## config.mk

```make
export PLATFORM = sky130hd
export DESIGN_NAME = bsw_ctrl
export DESIGN_NICKNAME = d
export VERILOG_FILES = /design/src/bsw_bus_holder.v /design/src/bsw_ctrl.v
export VERILOG_INCLUDE_DIRS = /design/src
export SDC_FILE = /design/constraint.sdc
export NUM_CORES = 1
export LEC_CHECK = 0
export ABC_CLOCK_PERIOD_IN_PS = 2200
export BUFFER_PORTS_ARGS = -buffer_cell sky130_fd_sc_hd__buf_2
export CORE_MARGIN = 2
export CORE_UTILIZATION = 35
export CTS_BUF_LIST = sky130_fd_sc_hd__clkbuf_4 sky130_fd_sc_hd__clkbuf_8 sky130_fd_sc_hd__clkbuf_16
export CTS_CLUSTER_DIAMETER = 60
export DETAILED_ROUTE_END_ITERATION = 16
export GPL_ROUTABILITY_DRIVEN = 1
export PLACE_DENSITY = 0.71
export SLEW_MARGIN = 0
export SYNTH_ARGS = -nofsm -noshare
export SYNTH_HDL_FRONTEND = slang
export SYNTH_SLANG_ARGS = --single-unit
```

## constraint.sdc

```tcl
create_clock -name i_core_clk -period 2.2 [get_ports i_core_clk]
set_clock_uncertainty 0.2 [all_clocks]
set_input_delay 0.44 -clock i_core_clk [delete_from_list [all_inputs] [get_ports i_core_clk]]
set_output_delay 0.44 -clock i_core_clk [all_outputs]
set_load 0.03 [all_outputs]
```

## src/bsw_regs.vh

```
// register offsets, field positions and codes for the bank-switch control
`ifndef BSW_REGS_VH
`define BSW_REGS_VH

`define BSW_CTRL_OFFSET 8'h29
`define BSW_CTRL_RESET 16'hF800
`define BSW_CTRL_WMASK 16'hF807
`define BSW_CMP_HI 15
`define BSW_CMP_LO 12
`define BSW_GAP_BIT 11
`define BSW_HBH_BIT 2
`define BSW_BH_BIT 1
`define BSW_OFF_BIT 0
`define BSW_BANK_HI 15
`define BSW_BANK_LO 12
`define BSW_SPACE_DATA 1'b0
`define BSW_SPACE_PROG 1'b1
`define BSW_ZERO16 16'h0000
`define BSW_ZERO4 4'h0

`endif

```

## src/bsw_bus_holder.v

```verilog
// keeper that drives the last seen level back onto undriven lines
`timescale 1ns/1ps
module bsw_bus_holder #(
  parameter WIDTH = 16
) (
  input wire i_core_clk,
  input wire i_rst_n,
  input wire i_enable,
  input wire [WIDTH-1:0] i_line,
  input wire i_driven,
  output reg [WIDTH-1:0] o_keep,
  output reg o_keep_oe
);

  always @(posedge i_core_clk or negedge i_rst_n) begin
    if (!i_rst_n) begin
      o_keep <= {WIDTH{1'b0}};
      o_keep_oe <= 1'b0;
    end else begin
      // capture only while a real driver owns the lines
      if (i_driven) begin
        o_keep <= i_line;
      end
      o_keep_oe <= i_enable & ~i_driven;
    end
  end

endmodule

```

## src/bsw_ctrl.v

```verilog
// bank-switch wait insertion, bus holders and external bus-off control
`timescale 1ns/1ps
`include "bsw_regs.vh"

module bsw_ctrl #(
  parameter ADDR_W = 16,
  parameter DATA_W = 16,
  parameter HDATA_W = 8,
  parameter HADDR_W = 16,
  parameter MMR_W = 8
) (
  input wire i_core_clk,
  input wire i_rst_n,
  input wire [MMR_W-1:0] i_mmr_addr,
  input wire i_mmr_wr,
  input wire i_mmr_rd,
  input wire [15:0] i_mmr_wdata,
  output reg [15:0] o_mmr_rdata,
  output reg o_mmr_rvalid,
  input wire i_acc_req,
  input wire i_acc_space,
  input wire i_acc_read,
  input wire [ADDR_W-1:0] i_acc_addr,
  input wire [DATA_W-1:0] i_acc_wdata,
  output reg o_acc_done,
  output reg [DATA_W-1:0] o_acc_rdata,
  output reg o_gap_cycle,
  output reg [ADDR_W-1:0] o_ext_addr,
  output reg o_ext_strobe,
  output reg o_ext_read,
  output reg o_ext_space,
  input wire [DATA_W-1:0] i_ext_data,
  output reg [DATA_W-1:0] o_ext_data,
  output reg o_ext_data_oe,
  input wire i_ext_data_driven,
  output wire [DATA_W-1:0] o_data_keep,
  output wire o_data_keep_oe,
  input wire i_host_16bit_mode,
  input wire [HDATA_W-1:0] i_host_data,
  input wire i_host_data_driven,
  output wire [HDATA_W-1:0] o_host_data_keep,
  output wire o_host_data_keep_oe,
  input wire [HADDR_W-1:0] i_host_addr,
  input wire i_host_addr_driven,
  output wire [HADDR_W-1:0] o_host_addr_keep,
  output wire o_host_addr_keep_oe,
  output reg o_bus_off,
  output reg o_mode_write_block
);

  localparam [1:0] ST_IDLE = 2'h0;
  localparam [1:0] ST_GAP = 2'h1;
  localparam [1:0] ST_CYCLE = 2'h2;
  localparam [1:0] ST_OFF = 2'h3;

  reg [15:0] bank_switch_control;
  reg [1:0] state;
  reg [1:0] next_state;
  reg last_valid;
  reg last_space;
  reg last_read;
  reg [ADDR_W-1:0] last_addr;
  reg need_gap;
  reg bank_cross;
  reg read_swap;
  reg data_to_prog;

  wire [3:0] bank_compare_mask;
  wire prog_data_read_gap;
  wire host_port_holder_enable;
  wire data_bus_holder_enable;
  wire external_bus_off;
  wire host_data_hold_en;
  wire host_addr_hold_en;

  // masked bank tag of an address
  function [3:0] bsw_bank_tag;
    input [ADDR_W-1:0] addr;
    input [3:0] mask;
    begin
      bsw_bank_tag = addr[`BSW_BANK_HI:`BSW_BANK_LO] & mask;
    end
  endfunction

  // register-offset decode
  function bsw_hit;
    input [MMR_W-1:0] addr;
    begin
      bsw_hit = (addr == `BSW_CTRL_OFFSET);
    end
  endfunction

  assign bank_compare_mask = bank_switch_control[`BSW_CMP_HI:`BSW_CMP_LO];
  assign prog_data_read_gap = bank_switch_control[`BSW_GAP_BIT];
  assign host_port_holder_enable = bank_switch_control[`BSW_HBH_BIT];
  assign data_bus_holder_enable = bank_switch_control[`BSW_BH_BIT];
  assign external_bus_off = bank_switch_control[`BSW_OFF_BIT];

  // control register: masked write, registered read
  always @(posedge i_core_clk or negedge i_rst_n) begin
    if (!i_rst_n) begin
      bank_switch_control <= `BSW_CTRL_RESET;
      o_mmr_rdata <= `BSW_ZERO16;
      o_mmr_rvalid <= 1'b0;
    end else begin
      if (i_mmr_wr && bsw_hit(i_mmr_addr)) begin
        bank_switch_control <= (bank_switch_control & ~`BSW_CTRL_WMASK) |
                               (i_mmr_wdata & `BSW_CTRL_WMASK);
      end
      o_mmr_rvalid <= i_mmr_rd;
      if (i_mmr_rd && bsw_hit(i_mmr_addr)) begin
        o_mmr_rdata <= bank_switch_control & `BSW_CTRL_WMASK;
      end else begin
        o_mmr_rdata <= `BSW_ZERO16;
      end
    end
  end

  // gap decision for the pending request
  always @* begin
    bank_cross = last_valid && (last_space == i_acc_space) &&
                 (bsw_bank_tag(i_acc_addr, bank_compare_mask) !=
                  bsw_bank_tag(last_addr, bank_compare_mask));
    read_swap = prog_data_read_gap && last_valid && last_read &&
                i_acc_read && (last_space != i_acc_space);
    data_to_prog = prog_data_read_gap && last_valid &&
                   (last_space == `BSW_SPACE_DATA) &&
                   (i_acc_space == `BSW_SPACE_PROG);
    need_gap = bank_cross | read_swap | data_to_prog;
  end

  always @* begin
    next_state = state;
    case (state)
      ST_IDLE: begin
        if (external_bus_off) begin
          next_state = ST_OFF;
        end else if (i_acc_req) begin
          next_state = need_gap ? ST_GAP : ST_CYCLE;
        end
      end
      ST_GAP: begin
        next_state = ST_CYCLE;
      end
      ST_CYCLE: begin
        next_state = ST_IDLE;
      end
      ST_OFF: begin
        if (!external_bus_off) begin
          next_state = ST_IDLE;
        end
      end
      default: begin
        next_state = ST_IDLE;
      end
    endcase
  end

  // sequencer and external pin drive
  always @(posedge i_core_clk or negedge i_rst_n) begin
    if (!i_rst_n) begin
      state <= ST_IDLE;
      last_valid <= 1'b0;
      last_space <= `BSW_SPACE_DATA;
      last_read <= 1'b0;
      last_addr <= {ADDR_W{1'b0}};
      o_acc_done <= 1'b0;
      o_acc_rdata <= {DATA_W{1'b0}};
      o_gap_cycle <= 1'b0;
      o_ext_addr <= {ADDR_W{1'b0}};
      o_ext_strobe <= 1'b0;
      o_ext_read <= 1'b0;
      o_ext_space <= `BSW_SPACE_DATA;
      o_ext_data <= {DATA_W{1'b0}};
      o_ext_data_oe <= 1'b0;
      o_bus_off <= 1'b0;
      o_mode_write_block <= 1'b0;
    end else begin
      state <= next_state;
      o_acc_done <= 1'b0;
      o_gap_cycle <= (next_state == ST_GAP);
      o_mode_write_block <= (next_state == ST_OFF);
      o_bus_off <= (next_state == ST_OFF);
      if (next_state == ST_CYCLE) begin
        o_ext_addr <= i_acc_addr;
        o_ext_strobe <= 1'b1;
        o_ext_read <= i_acc_read;
        o_ext_space <= i_acc_space;
        o_ext_data <= i_acc_wdata;
        o_ext_data_oe <= ~i_acc_read;
      end else if (next_state == ST_OFF) begin
        o_ext_addr <= {ADDR_W{1'b0}};
        o_ext_strobe <= 1'b0;
        o_ext_read <= 1'b0;
        o_ext_space <= `BSW_SPACE_DATA;
        o_ext_data <= {DATA_W{1'b0}};
        o_ext_data_oe <= 1'b0;
      end else begin
        o_ext_strobe <= 1'b0;
        o_ext_data_oe <= 1'b0;
      end
      if (state == ST_CYCLE) begin
        o_acc_done <= 1'b1;
        if (o_ext_read) begin
          o_acc_rdata <= i_ext_data;
        end
        last_valid <= 1'b1;
        last_space <= o_ext_space;
        last_read <= o_ext_read;
        last_addr <= o_ext_addr;
      end
    end
  end

  assign host_data_hold_en = i_host_16bit_mode | host_port_holder_enable;
  assign host_addr_hold_en = i_host_16bit_mode & host_port_holder_enable;

  bsw_bus_holder #(
    .WIDTH(DATA_W)
  ) u_data_hold (
    .i_core_clk(i_core_clk),
    .i_rst_n(i_rst_n),
    .i_enable(data_bus_holder_enable),
    .i_line(i_ext_data),
    .i_driven(o_ext_data_oe | i_ext_data_driven),
    .o_keep(o_data_keep),
    .o_keep_oe(o_data_keep_oe)
  );

  bsw_bus_holder #(
    .WIDTH(HDATA_W)
  ) u_host_data_hold (
    .i_core_clk(i_core_clk),
    .i_rst_n(i_rst_n),
    .i_enable(host_data_hold_en),
    .i_line(i_host_data),
    .i_driven(i_host_data_driven),
    .o_keep(o_host_data_keep),
    .o_keep_oe(o_host_data_keep_oe)
  );

  bsw_bus_holder #(
    .WIDTH(HADDR_W)
  ) u_host_addr_hold (
    .i_core_clk(i_core_clk),
    .i_rst_n(i_rst_n),
    .i_enable(host_addr_hold_en),
    .i_line(i_host_addr),
    .i_driven(i_host_addr_driven),
    .o_keep(o_host_addr_keep),
    .o_keep_oe(o_host_addr_keep_oe)
  );

endmodule

```

==> impl_metrics.toml <==
[critical_path]
cp.arrival_ns = 2.23
cp_max_fo = 25
end_kind = "flip-flop"
rrSetupSlack_ns = 0.11
path_class = "reg2reg"
r2r_cells = 6
worstReg2RegStart = "last_space"
startpoint_type = "flip-flop"
cp.required_ns = 2.34
reg2reg_to = "o_ext_addr[0]"

[worst_hold_path]
hold_depth = 1
min_to = "o_mmr_rvalid"
min_from = "i_mmr_rd"
hp-class = "in2reg"

[cells_and_area]
final_core_util_pct = 49.5
fillCellCount = 1213
diodes = 0
num-nets-final = 636
area_delta_synth_final_pct = 38.2
final_cell_mix = "buf_2 (205), dfrtp_1 (119), mux2_2 (69), a22o_2 (28), clkbuf_16 (17)"
final_common_cell = "buf_2"
drive_above_1_share_pct = 66.2
stdcell_area_um2 = 6550

[detailed_routing]
wl_mm = 10.7
wl_per_cell_um = 15.0
drc = 0
drt.antenna.violating_nets = 0
routed_via_density = 4.63
vias = 3307
drt_iter0_drc = 124
drt_first_pass_iters = 4

[floorplanning]
coreArea_um2 = 13200
start_util_pct = 35.8
die_h_um = 120
rows = 42
die_x_um = 120
dieArea_um2 = 14500
io_pins = 223

[timing]
fmax_mhz = 480
setup_viol = 0
fin_crit_ns = 2.09
fin_crit_sh_pct = 94.8
rsz0062_at_grt = "no"
finalHoldViolations = 0
tns_ns = 0
slew_viol_final = 0

[placement]
dpl_cell_area_um2 = 6010
portBuffers = 206
post-dp-hpwl_mm = 7.79
place.gp.congestion = 0.756

[global_routing]
antenna_found_initial = 0
grt_pass1_vias = 3470
grt_overflow = 0
gr-usage-all-layers_pct = 15.1
grt_max_degree = 52
grt_first_pass_wirelength_mm = 16.8

[power]
p_int_uw = 5870
vdd_drop_max_uv = 886
p_seq_share_pct = 36.0
clkPwrFrac_pct = 26.9
swShare_pct = 36.9
p_per_area_nw_per_um2 = 1420
power.switching_uw = 3430
power_leakage_uw = 0.00332
comb_power_share_pct = 37.1

[clock_network]
cts.path.max_buffers = 2
cts_setup_buffers = 0
htreeDepth = 4
cts_tree = "built"
clk_latency_ns = 0.41
cts_root_buf = "clkbuf_16"
numCtsBuffers = 17
cts_num_sinks = 124
clkTransAtPathRegs_ns = 0.05

[logic_synthesis]
synth_area_leader_cell = "dfrtp_1"
synth_area_leaders = "dfrtp_1 (63%), mux2_2 (16%), a22o_2 (5.9%), dfstp_2 (2.8%), buf_4 (1.6%)"
synth_area_per_cell_um2 = 15.5
syn_inst = 305
yosys_register_bits = 124
ys_types = 35
synth_top_area_share_pct = 62.8
yosysWarningCount = 0
netlist_area_um2 = 4740
ys_seq_area_share_pct = 65.6

[run]
drv_cap = 0

[outcome]
status = "complete, no violations"
==> cell usage after synthesis <==
master	count
a221o_1	1
nand2_1	5
a21oi_1	2
a21o_2	1
a22o_2	28
and2b_1	1
buf_2	2
mux2_2	69
o21ai_0	1
nor3b_1	1
buf_6	6
a21boi_0	1
nor4_1	1
and2_1	1
xor2_1	5
a21oi_4	1
a22o_1	6
inv_1	3
conb_1	1
clkbuf_1	6
or2_2	1
o31ai_1	1
nor2_1	6
a222oi_1	1
and3_1	8
dfrtp_1	119
nor4bb_1	1
a2111o_1	1
nand2_4	1
and4b_1	1
nor2b_1	5
nand3_1	2
buf_4	10
dfstp_2	5
nor3_1	1
==> flip-flops by register name, indices dropped and copies added (netlist names), 2 cells and up <==
| name | count |
|---|---|
| bank_switch_control | 8 |
| bsw_bank_tag.addr | 4 |
| u_host_addr_hold.o_keep | 16 |
| state | 2 |
| o_mmr_rdata | 8 |
| o_acc_rdata | 16 |
| u_host_data_hold.o_keep | 8 |
| o_ext_addr | 16 |
| o_ext_data | 16 |
| u_data_hold.o_keep | 16 |
==> worst max-delay path, stage by stage (launching register included) <==
cell      delay, ns
dfrtp_1        0.39
xor2_1         0.18
a221o_1        0.39
a2111o_1       0.44
nand2_4        0.10
buf_12         0.16
a22o_1         0.15
==> per-layer routing <==
layer,wire [um],share of wire (%),GRT usage (%),vias to the layer above
li1,-,-,-,1524
met2,5370,50,25.9,145
met5,0,0,0,-
met4,119,1.1,4.94,0
met3,862,8.0,6.60,13
met1,4370,41,16.7,1625
==> final cells by class <==
class / count / area, um2 / area share, %
Clock buffer: 20 / 454 / 6.93
Clock inverter: 9 / 75.1 / 1.15
Inverter: 3 / 11.3 / 0.172
Multi-Input combinational cell: 161 / 1480 / 22.5
Sequential cell: 124 / 3110 / 47.5
Tap cell: 176 / 220 / 3.36
Timing Repair Buffer: 222 / 1210 / 18.4
==> worst max path at each step <==
| stage | from | endpoint | slack [ns] | cells after the start |
|---|---|---|---|---|
| finish | last_space | o_ext_addr[0] | 0.11 | 6 |
| global route | last_space | o_ext_data[6] | 0.04 | 6 |
| CTS | last_space | o_ext_addr[0] | 0.11 | 6 |
| detailed placement | i_acc_addr[12] | o_ext_data[8] | -0.04 | 8 |
| global placement | i_acc_addr[12] | o_ext_addr[6] | -0.01 | 8 |
| floorplan | i_acc_addr[12] | o_ext_addr[12] | 0.18 | 6 |
==> power by group through the flow <==
stage / clock network, uW / registers (uW) / logic, uW
global route: 2680 / 3440 / 3650
finish: 2500 / 3350 / 3450
global placement: 0 / 3350 / 3420
detailed placement: 0 / 3370 / 3500
floorplan: 0 / 4540 / 1240
CTS: 2560 / 3350 / 3490
==> cells by family after synthesis <==
| family | share of synthesized area, % |
|---|---|
| mux | 16.4 |
| flops | 65.6 |
| other cells | 0.0791 |
| compound gates | 8.84 |
| xor+xnor | 0.923 |
| simple gates | 4.27 |
| buf+inv | 3.93 |
==> stage by stage <==
step / cells / power [uW] / setup WS (ns) / hold WS [ns]
after CTS: 715 / 9410 / 0.107 / 0.00617
after floorplan: 312 / 5790 / 0.182 / -0.0556
after global placement: 685 / 6770 / -0.0113 / 0.201
after global routing: 715 / 9770 / 0.0410 / 0.00927
after detailed placement: 685 / 6860 / -0.0362 / 0.211
final: 715 / 9300 / 0.115 / 0.0265
==> repair_timing <==
item                       CTS  global route
hold endpoints to repair    25             0
gates resized for setup      0             0
setup endpoints to repair    0             0
hold buffers                 1             0
(Power assumes the default switching activity.)
